**config.mk**
```make
export PLATFORM = sky130hd
export DESIGN_NAME = prog_flow
export DESIGN_NICKNAME = d
export VERILOG_FILES = /design/src/core/prog_flow_pkg.sv /design/src/core/return_stack.sv /design/src/core/prog_flow.sv
export SDC_FILE = /design/constraint.sdc
export NUM_CORES = 1
export LEC_CHECK = 0
export ABC_AREA = 1
export ABC_CLOCK_PERIOD_IN_PS = 5940
export BUFFER_PORTS_ARGS = -buffer_cell sky130_fd_sc_hd__buf_4
export CAP_MARGIN = 20
export CORE_UTILIZATION = 40
export DETAILED_ROUTE_END_ITERATION = 6
export PLACE_DENSITY = 0.67
export SYNTH_ARGS = -nofsm -noshare
export SYNTH_HDL_FRONTEND = slang
export SYNTH_SLANG_ARGS = --single-unit
```
**constraint.sdc**
```tcl
create_clock -name clk_sys -period 5.94 [get_ports clk_sys]
set_input_delay 0.891 -clock clk_sys [delete_from_list [all_inputs] [get_ports clk_sys]]
set_output_delay 0.891 -clock clk_sys [all_outputs]
set_load 0.05 [all_outputs]
```
**src/core/prog_flow_pkg.sv**
```systemverilog
// Constants and types shared by the program flow logic
package prog_flow_pkg;
	localparam int PC_W = 13;
	localparam int SEG_W = 3;
	localparam int ADDR_W = 16;
	localparam int WORD_W = 16;
	localparam int OPC_W = 5;
	localparam int OPC_LSB = 11;
	localparam int PAGE_LSB = 11;
	localparam int STACK_DEPTH = 8;
	localparam logic [PC_W-1:0] RESET_PC = 13'h0000;
	localparam logic [SEG_W-1:0] RESET_SEG = 3'h0;
	// Direct jump opcodes 0CH..0FH: upper three bits fixed, low two are page
	localparam logic [2:0] JUMP_OP_HI = 3'h3;
	localparam logic [OPC_W-1:0] CALL_OP = 5'h1D;
	localparam logic [OPC_W-1:0] SYSTEM_ENTRY_OP = 5'h1E;
	localparam logic [OPC_W-1:0] MISC_OP = 5'h1F;
	// Sub-codes in the low nibble of the misc group
	localparam logic [3:0] SUBROUTINE_RETURN_OP = 4'h0;
	localparam logic [3:0] RETURN_WITH_SKIP_OP = 4'h1;
	localparam logic [3:0] JUMP_INDIRECT_OP = 4'h2;
	localparam logic [3:0] CALL_INDIRECT_OP = 4'h3;
	localparam logic [3:0] TABLE_READ_OP = 4'h4;
	// System entry operand: 3-bit block, 4-bit step
	localparam int SYS_BLOCK_LSB = 4;
	localparam int SYS_BLOCK_W = 3;
	localparam int SYS_STEP_W = 4;
	localparam int BLOCK_LSB = 8;
	localparam logic [SEG_W-1:0] SYSTEM_SEG = 3'h1;
	localparam logic [PC_W-1:0] INT_VECTOR_PC = 13'h0001;
	localparam logic [SEG_W-1:0] INT_VECTOR_SEG = 3'h0;
	typedef enum logic [0:0] {PH_FETCH, PH_TABLE} phase_t;
endpackage

```
**src/core/return_stack.sv**
```systemverilog
// Last-in first-out return address store
`timescale 1ns/10ps
module return_stack #(
	parameter int DEPTH = prog_flow_pkg::STACK_DEPTH,
	parameter int W = prog_flow_pkg::ADDR_W
) (
	input wire logic clk_sys, // System clock
	input wire logic reset, // Async reset, high
	input wire logic push, // Store pushData on top
	input wire logic pop, // Drop top entry
	input wire logic [W-1:0] pushData, // Address to save
	output logic [W-1:0] topData // Most recent entry
);
	import prog_flow_pkg::*;
	localparam int PTR_W = $clog2(DEPTH + 1);
	localparam logic [PTR_W-1:0] PTR_ONE = PTR_W'(1);
	typedef struct packed {
		logic [DEPTH-1:0][W-1:0] mem;
		logic [PTR_W-1:0] count;
	} stk_t;
	stk_t st_r;
	stk_t st_nxt;

	always_comb
	begin
		st_nxt = st_r;
		if (push && !pop && st_r.count != PTR_W'(DEPTH))
		begin
			st_nxt.mem[st_r.count] = pushData; // RULE24
			st_nxt.count = st_r.count + PTR_ONE;
		end
		else if (pop && !push && st_r.count != '0)
		begin
			st_nxt.count = st_r.count - PTR_ONE; // RULE24
		end
	end

	always_ff @(posedge clk_sys or posedge reset)
	begin
		if (reset)
			st_r <= '0;
		else
			st_r <= st_nxt;
	end

	assign topData = (st_r.count == '0) ? '0 : st_r.mem[st_r.count - PTR_ONE];

	a_push_pop_lifo: assert property (@(posedge clk_sys) disable iff (reset) // RULE24
		(push && !pop && st_r.count != PTR_W'(DEPTH)) |=> (topData == $past(pushData)))
		else $error("pushed address not on top");
endmodule // return_stack

```
**src/core/prog_flow.sv**
```systemverilog
// Next fetch address, branch, call, return and table read logic
`timescale 1ns/10ps

// =====================================================================
// Overview of operation
// RULE1: Store is array of 16-bit steps.
// RULE2: Pages are 2K steps, index above 11 bits.
// RULE3: Four pages form 13-bit segment.
// RULE4: System segment split into 256-step blocks.
// RULE5: Each instruction is one word, one fetch.
// RULE6: Table read copies word at pointer to buffer.
// RULE7: Program store is never written.
// RULE8: Start at 0000H after reset, then sequential.
// RULE9: Accepted interrupt loads fixed vector address.
// RULE10: Direct jump target is page bits plus operand.
// RULE11: Direct jump keeps segment bits.
// RULE12: Indirect jump takes pointer, may change segment.
// RULE13: Jump opcodes 0CH-0FH give pages 0-3.
// RULE14: Returns resume after the calling instruction.
// RULE15: Return with skip nulls next instruction.
// RULE16: Direct call targets page 0 by operand.
// RULE17: Calls and returns work from any page.
// RULE18: Direct call keeps segment bits.
// RULE19: Indirect call takes target from pointer.
// RULE20: System entry reaches system segment from anywhere.
// RULE21: Entry operand: 3-bit block, 4-bit step.
// RULE22: Pointer low 13 to counter, rest to segment.
// RULE23: Counter increments after each fetch.
// RULE24: Calls push, returns pop, last in first out.
module prog_flow #(
	parameter int PTR_SEG_BITS = prog_flow_pkg::SEG_W
) (
	input wire logic clk_sys, // System clock, 25 MHz
	input wire logic reset, // Async reset, high
	input wire logic execEnable, // Instruction cycle enable pulse
	input wire logic [prog_flow_pkg::WORD_W-1:0] instrWord, // Word read at romAddr
	input wire logic [prog_flow_pkg::ADDR_W-1:0] addressPointer, // Pointer register value
	input wire logic intRequest, // Enabled interrupt pending
	output logic [prog_flow_pkg::ADDR_W-1:0] romAddr, // Read address to store
	output logic intAck, // Interrupt taken this cycle
	output logic instrSuppress, // Treat current word as no-op
	output logic tableBusy, // Store port used by table read
	output logic [prog_flow_pkg::WORD_W-1:0] dataBufferRegister, // Table read result
	output logic dataBufferStrobe // Buffer loaded this cycle
);
	import prog_flow_pkg::*;

	// =================================================================
	// State
	typedef struct packed {
		phase_t phase;
		logic [SEG_W-1:0] seg;
		logic [PC_W-1:0] pc;
		logic skip;
		logic [ADDR_W-1:0] tableAddr;
		logic [WORD_W-1:0] dbf;
		logic dbfStrobe;
	} state_t;
	state_t st_r;
	state_t st_nxt;

	logic stackPush;
	logic stackPop;
	logic [ADDR_W-1:0] stackIn;
	logic [ADDR_W-1:0] stackTop;
	logic [OPC_W-1:0] opcode;
	logic [PAGE_LSB-1:0] operand;
	logic [SEG_W-1:0] segMask;
	localparam int SUB_W = $bits(SUBROUTINE_RETURN_OP);
	localparam int PAGE_W = PC_W - PAGE_LSB;
	logic [SUB_W-1:0] subCode;

	assign opcode = instrWord[WORD_W-1:OPC_LSB]; // RULE5
	assign operand = instrWord[PAGE_LSB-1:0];
	assign subCode = instrWord[SUB_W-1:0];
	assign segMask = SEG_W'((4'h1 << PTR_SEG_BITS) - 4'h1);

	// =================================================================
	// Helpers
	function automatic logic [PC_W-1:0] incPc(input logic [PC_W-1:0] pc);
		return PC_W'(pc + 13'h0001); // RULE23
	endfunction

	function automatic logic [ADDR_W-1:0] ptrTarget(input logic [ADDR_W-1:0] ptr,
		input logic [SEG_W-1:0] mask);
		return {ptr[ADDR_W-1:PC_W] & mask, ptr[PC_W-1:0]}; // RULE22
	endfunction

	function automatic logic [PC_W-1:0] sysTarget(input logic [PAGE_LSB-1:0] opnd);
		logic [PC_W-1:0] t;
		t = '0;
		t[BLOCK_LSB +: SYS_BLOCK_W] = opnd[SYS_BLOCK_LSB +: SYS_BLOCK_W]; // RULE4 RULE21
		t[SYS_STEP_W-1:0] = opnd[SYS_STEP_W-1:0];
		return t;
	endfunction

	// =================================================================
	// Next address selection
	always_comb
	begin
		st_nxt = st_r;
		st_nxt.dbfStrobe = 1'b0;
		stackPush = 1'b0;
		stackPop = 1'b0;
		stackIn = {st_r.seg, incPc(st_r.pc)}; // RULE14 RULE17
		intAck = 1'b0;
		unique case (st_r.phase)
			PH_FETCH:
			begin
				if (execEnable)
				begin
					if (intRequest)
					begin
						stackPush = 1'b1;
						// Pending skip: return past the nulled word
						stackIn = {st_r.seg, st_r.skip ? incPc(st_r.pc) : st_r.pc}; // RULE15
						st_nxt.seg = INT_VECTOR_SEG; // RULE9
						st_nxt.pc = INT_VECTOR_PC;
						st_nxt.skip = 1'b0;
						intAck = 1'b1;
					end
					else if (st_r.skip)
					begin
						st_nxt.skip = 1'b0; // RULE15
						st_nxt.pc = incPc(st_r.pc);
					end
					else if (opcode[OPC_W-1:PAGE_W] == JUMP_OP_HI)
					begin
						st_nxt.pc = {opcode[PAGE_W-1:0], operand}; // RULE10 RULE11 RULE13 RULE3 RULE2
					end
					else if (opcode == CALL_OP)
					begin
						stackPush = 1'b1; // RULE24
						st_nxt.pc = {PAGE_W'(0), operand}; // RULE16 RULE18
					end
					else if (opcode == SYSTEM_ENTRY_OP)
					begin
						stackPush = 1'b1;
						st_nxt.seg = SYSTEM_SEG; // RULE20
						st_nxt.pc = sysTarget(operand);
					end
					else if (opcode == MISC_OP)
					begin
						st_nxt.pc = incPc(st_r.pc);
						unique case (subCode)
							SUBROUTINE_RETURN_OP, RETURN_WITH_SKIP_OP:
							begin
								stackPop = 1'b1;
								{st_nxt.seg, st_nxt.pc} = stackTop; // RULE14
								st_nxt.skip = (subCode == RETURN_WITH_SKIP_OP); // RULE15
							end
							JUMP_INDIRECT_OP:
							begin
								{st_nxt.seg, st_nxt.pc} = ptrTarget(addressPointer, segMask); // RULE12
							end
							CALL_INDIRECT_OP:
							begin
								stackPush = 1'b1;
								{st_nxt.seg, st_nxt.pc} = ptrTarget(addressPointer, segMask); // RULE19
							end
							TABLE_READ_OP:
							begin
								st_nxt.tableAddr = ptrTarget(addressPointer, segMask); // RULE6
								st_nxt.phase = PH_TABLE;
							end
							default:
							begin
								st_nxt.pc = incPc(st_r.pc);
							end
						endcase
					end
					else
					begin
						st_nxt.pc = incPc(st_r.pc); // RULE8 RULE23
					end
				end
			end
			PH_TABLE:
			begin
				st_nxt.dbf = instrWord; // RULE6
				st_nxt.dbfStrobe = 1'b1;
				st_nxt.phase = PH_FETCH;
			end
		endcase
	end

	always_ff @(posedge clk_sys or posedge reset)
	begin
		if (reset)
		begin
			st_r <= '0;
			st_r.phase <= PH_FETCH;
			st_r.pc <= RESET_PC; // RULE8
			st_r.seg <= RESET_SEG;
		end
		else
		begin
			st_r <= st_nxt;
		end
	end

	// =================================================================
	// Return stack
	return_stack #(
		.DEPTH(STACK_DEPTH),
		.W(ADDR_W)
	) u_stack (
		.clk_sys(clk_sys),
		.reset(reset),
		.push(stackPush),
		.pop(stackPop),
		.pushData(stackIn),
		.topData(stackTop)
	);

	// =================================================================
	// Outputs; store is only ever addressed, never written
	assign romAddr = (st_r.phase == PH_TABLE) ? st_r.tableAddr : {st_r.seg, st_r.pc}; // RULE1 RULE7
	assign tableBusy = (st_r.phase == PH_TABLE);
	assign instrSuppress = st_r.skip || intRequest;
	assign dataBufferRegister = st_r.dbf;
	assign dataBufferStrobe = st_r.dbfStrobe;

	// =================================================================
	// Checks
	a_seq_increment: assert property (@(posedge clk_sys) disable iff (reset) // RULE23
		(execEnable && st_r.phase == PH_FETCH && !intRequest && !st_r.skip
		&& opcode[OPC_W-1:2] != JUMP_OP_HI && opcode != CALL_OP
		&& opcode != SYSTEM_ENTRY_OP && opcode != MISC_OP)
		|=> (st_r.pc == $past(st_r.pc) + 13'h0001 && st_r.seg == $past(st_r.seg)))
		else $error("sequential fetch did not advance by one");

	a_jump_direct: assert property (@(posedge clk_sys) disable iff (reset) // RULE10
		(execEnable && st_r.phase == PH_FETCH && !intRequest && !st_r.skip
		&& opcode[OPC_W-1:2] == JUMP_OP_HI)
		|=> (romAddr == {$past(st_r.seg), $past(instrWord[12:0])}))
		else $error("direct jump target or segment wrong");

	a_call_page0: assert property (@(posedge clk_sys) disable iff (reset) // RULE16
		(execEnable && st_r.phase == PH_FETCH && !intRequest && !st_r.skip && opcode == CALL_OP)
		|=> (st_r.pc[PC_W-1:PAGE_LSB] == 2'b00 && st_r.seg == $past(st_r.seg)))
		else $error("direct call left page 0 or segment");

	a_call_return: assert property (@(posedge clk_sys) disable iff (reset) // RULE14
		(execEnable && st_r.phase == PH_FETCH && !intRequest && !st_r.skip && opcode == CALL_OP)
		|=> (stackTop == {$past(st_r.seg), $past(st_r.pc) + 13'h0001}))
		else $error("return address not saved");

	a_sys_entry: assert property (@(posedge clk_sys) disable iff (reset) // RULE21
		(execEnable && st_r.phase == PH_FETCH && !intRequest && !st_r.skip
		&& opcode == SYSTEM_ENTRY_OP)
		|=> (st_r.seg == SYSTEM_SEG && st_r.pc[7:4] == 4'h0 && st_r.pc[PC_W-1:PAGE_LSB] == 2'b00
		&& st_r.pc[10:8] == $past(instrWord[6:4]) && st_r.pc[3:0] == $past(instrWord[3:0])))
		else $error("system entry target wrong");

	a_skip_after: assert property (@(posedge clk_sys) disable iff (reset) // RULE15
		(execEnable && st_r.phase == PH_FETCH && !intRequest && !st_r.skip
		&& opcode == MISC_OP && instrWord[3:0] == RETURN_WITH_SKIP_OP)
		|=> (instrSuppress && romAddr == $past(stackTop)))
		else $error("return with skip did not null next word");

	a_table_read: assert property (@(posedge clk_sys) disable iff (reset) // RULE6
		(st_r.phase == PH_TABLE)
		|=> (dataBufferStrobe && dataBufferRegister == $past(instrWord) && !tableBusy))
		else $error("table word not loaded into buffer");

	a_int_vector: assert property (@(posedge clk_sys) disable iff (reset) // RULE9
		intAck |=> (romAddr == {INT_VECTOR_SEG, INT_VECTOR_PC}))
		else $error("interrupt vector not loaded");

	a_indirect_seg: assert property (@(posedge clk_sys) disable iff (reset) // RULE22
		(execEnable && st_r.phase == PH_FETCH && !intRequest && !st_r.skip
		&& opcode == MISC_OP && instrWord[3:0] == JUMP_INDIRECT_OP)
		|=> (st_r.pc == $past(addressPointer[12:0])
		&& st_r.seg == ($past(addressPointer[15:13]) & segMask)))
		else $error("indirect jump target wrong");

	a_reset_start: assert property (@(posedge clk_sys) // RULE8
		reset |-> (romAddr == {RESET_SEG, RESET_PC} && !dataBufferStrobe))
		else $error("reset address not zero");

	a_call_indirect: assert property (@(posedge clk_sys) disable iff (reset) // RULE19
		(execEnable && st_r.phase == PH_FETCH && !intRequest && !st_r.skip
		&& opcode == MISC_OP && subCode == CALL_INDIRECT_OP)
		|=> (romAddr == ptrTarget($past(addressPointer), segMask)
		&& stackTop == {$past(st_r.seg), $past(st_r.pc) + 13'h0001}))
		else $error("indirect call target or return address wrong");

	a_return_pop: assert property (@(posedge clk_sys) disable iff (reset) // RULE24
		(execEnable && st_r.phase == PH_FETCH && !intRequest && !st_r.skip
		&& opcode == MISC_OP && subCode == SUBROUTINE_RETURN_OP)
		|=> (romAddr == $past(stackTop) && !st_r.skip))
		else $error("return did not resume at saved address");

	a_skip_nulls: assert property (@(posedge clk_sys) disable iff (reset) // RULE15
		(execEnable && st_r.phase == PH_FETCH && !intRequest && st_r.skip)
		|=> (st_r.pc == $past(st_r.pc) + 13'h0001 && st_r.seg == $past(st_r.seg) && !st_r.skip))
		else $error("skipped word was executed");

	a_table_addr: assert property (@(posedge clk_sys) disable iff (reset) // RULE6
		(execEnable && st_r.phase == PH_FETCH && !intRequest && !st_r.skip
		&& opcode == MISC_OP && subCode == TABLE_READ_OP)
		|=> (tableBusy && romAddr == ptrTarget($past(addressPointer), segMask)))
		else $error("table read address wrong");

	a_int_push: assert property (@(posedge clk_sys) disable iff (reset) // RULE24
		(intAck && !st_r.skip) |=> (stackTop == $past(romAddr)))
		else $error("interrupted address not saved");
endmodule // prog_flow

```
==> impl_metrics.yaml <==
finish:
  antenna_cells: 0
  drive_gt1_frac: 0.122
  finish.utilization: 0.466
  area_growth_pct: 13.7
  stdcell_count: 1633
  nets: 1343
grt:
  grt_pass1_vias: 7841
  met1_usage: 0.325
  grt_pass1_wl_um: 42600
  grt_max_degree: 138
  grtUsageTotal: 0.225
  antenna_found_initial: 0
  grt_use_met2: 0.346
  top_usage_layer: "met2"
  overflow: 0
  met3_usage: 0.0253
timing:
  max_freq_ghz: 0.313
  period_share: 0.538
  setup_viol: 0
  worst_pin_slew_ns: 1.05
  finalWorstSetupSlack_ns: 2.74
  rsz0062_at_grt: "no"
  maxSlewHeadroom: 0.296
  setup_tns_ns: 0
  skew_ns: 0.00745
  maxSlewViolCount: 0
  hold_violations: 0
  period_needed_ns: 3.20
cts:
  clock_latency_ns: 0.43
  clockRootBuffer: "clkbuf_16"
  cts_hold_buf: 0
  htree_levels: 4
  cts_tree: "yes"
  clockBufferDepth: 2
  cts_resized: 0
  clkSinkCount: 183
  clk_pin_slew_ns: 0.07
  post-cts-setup-buffers: 0
  cts_buffers: 17
hold_path:
  hold_class: "reg2reg"
  min_path_cells: 2
floorplan:
  coreArea_um2: 23500
  pin_count: 72
  start_util: 0.410
  die_area_um2: 24800
  rows: 56
  die_width_um: 157
  fp.dieH_um: 157
setup_path:
  crit_end: "u_stack.st_r[131]"
  regToRegEndpoint: "u_stack.st_r[131]"
  critical-path-top-delay-family: "simple AND/OR/NAND/NOR gates"
  endpoint_kind: "flop"
  crit_path_top_delay_cell: "nor2_2"
  worstSetupPathType: "reg2reg"
  reg2reg_from: "st_r[33]"
  crit_start: "st_r[33]"
  path_max_fanout: 26
  cp_num_cells: 10
  reg2reg_slack_ns: 2.74
  r2r_cells: 10
  cp_num_buf_inv: 2
  critical_path_arrival_ns: 3.50
  cp_cell_sequence: "inv_2, nand2_1, nor2_2, nand3_1, nand3_2, nand3_4, nor2_2, inv_1, nand2_1, o21ai_0"
  max_stage_delay_ns: 0.84
  start_kind: "flop"
  crit_required_ns: 6.24
synthesis:
  yosys.area.top_type: "dfrtp_1"
  netlist.area_leader.share: 0.474
  synth_cells: 1280
  synth_edf_count: 0
  synthTopCellsByArea: "dfrtp_1 47%, nand2_1 17%, o21ai_0 8.3%"
  synth.yosys.seq_area_share: 0.474
  synthMostInstantiatedCell: "nand2_1"
  ys_ff_latch: 183
  synth-main-ff-cell: "dfrtp_1"
  synth_area_per_cell_um2: 7.54
  yosys_warnings: 0
  synth.distinct_cells: 39
  syn_nets: 1321
  synth_common_cells: "428 x nand2_1, 183 x dfrtp_1, 160 x o21ai_0"
  async_flop_share: 1.00
  syn_area_um2: 9650
drt:
  drtIter0Drc: 887
  drt_wl_total_um: 27000
  vias: 8521
  drt_pass1_iterations: 6
  via_per_inst: 5.22
  routedWlPerCell_um: 16.6
  drc: 0
  antenna_left: 0
flow_run:
  maxCapViolCount: 0
placed_design:
  place_congestion: 0.882
  dp.cells: 1596
  dp_hpwl_um: 17700
  io_buffers: 71
  dp_slack_ns: 2.32
power:
  power_leakage_nw: 5.44
  ir_drop_mv: 0.348
  p_per_area_nw_per_um2: 435
  power_mw: 4.78
outcome:
  status: "finished, final reports clean"
[where the power goes]
group / switching (mW) / internal (mW)
combinational: 1.32 / 0.622
sequential: 0.164 / 1.55
clock: 0.499 / 0.626
total: 1.98 / 2.79
[worst register-to-register path, delay by kind of cell, from the launching register on]
kind	cells	cell delay, ns
flops	1	0.65
buf+inv	2	0.69
simple gates	7	1.64
compound gates	1	0.09
[cells by family (layout without fill, tap and decap cells)]
logic type | count (synthesis) | count (layout) | share of synthesized area
flops | 183 | 183 | 0.474
compound gates | 286 | 286 | 0.163
fa+ha+maj | 5 | 5 | 0.00648
buf+inv | 216 | 250 | 0.0942
mux | 12 | 12 | 0.0140
simple gates | 566 | 566 | 0.237
xor+xnor | 12 | 12 | 0.0109
[per-stage QoR]
step | area [µm²] | hold WS (ns)
floorplan | 9650 | 0.437
global placement | 10200 | 0.454
detailed placement | 10200 | 0.455
CTS | 10800 | 0.472
global route | 11000 | 0.487
finish | 11000 | 0.469
[layout by cell type (no fill, tap or decap), types with 11 or more instances in the layout]
cell / n
o21ai_1: 39
o21ai_0: 160
mux2_2: 12
nand3_1: 39
inv_2: 11
buf_4: 78
o211ai_1: 28
a21oi_1: 35
clkbuf_16: 17
nor2_1: 76
inv_1: 122
dfrtp_1: 181
nand2_1: 428
[area by class of cell]
class | count | area [µm²]
fillers | 2343 | 12600
flip-flops and latches | 183 | 4580
multi-input cells | 881 | 4170
repair buffers | 84 | 738
inverters | 135 | 514
clock buffers | 23 | 488
well taps | 319 | 399
clock inverters | 8 | 87.6
[worst min path at each step]
stage	startpoint	endpoint
floorplan	u_stack.st_r[128]	u_stack.st_r[128]
global placement	u_stack.st_r[32]	u_stack.st_r[32]
detailed placement	u_stack.st_r[32]	u_stack.st_r[32]
CTS	u_stack.st_r[32]	u_stack.st_r[32]
global route	u_stack.st_r[32]	u_stack.st_r[32]
finish	u_stack.st_r[32]	u_stack.st_r[32]
[layer usage]
layer,vias up,share of wire
li1,4128,-
met1,4043,0.46
met2,302,0.46
met3,48,0.060
met4,0,0.027
met5,-,0
[state kept, by name, summed over array words and instances (netlist names)]
| signal | cells |
|---|---|
| u_stack.st_r | 132 |
| st_r | 33 |
| dataBufferRegister | 16 |
| dataBufferStrobe | 1 |
| tableBusy | 1 |
(Power assumes the default switching activity.)
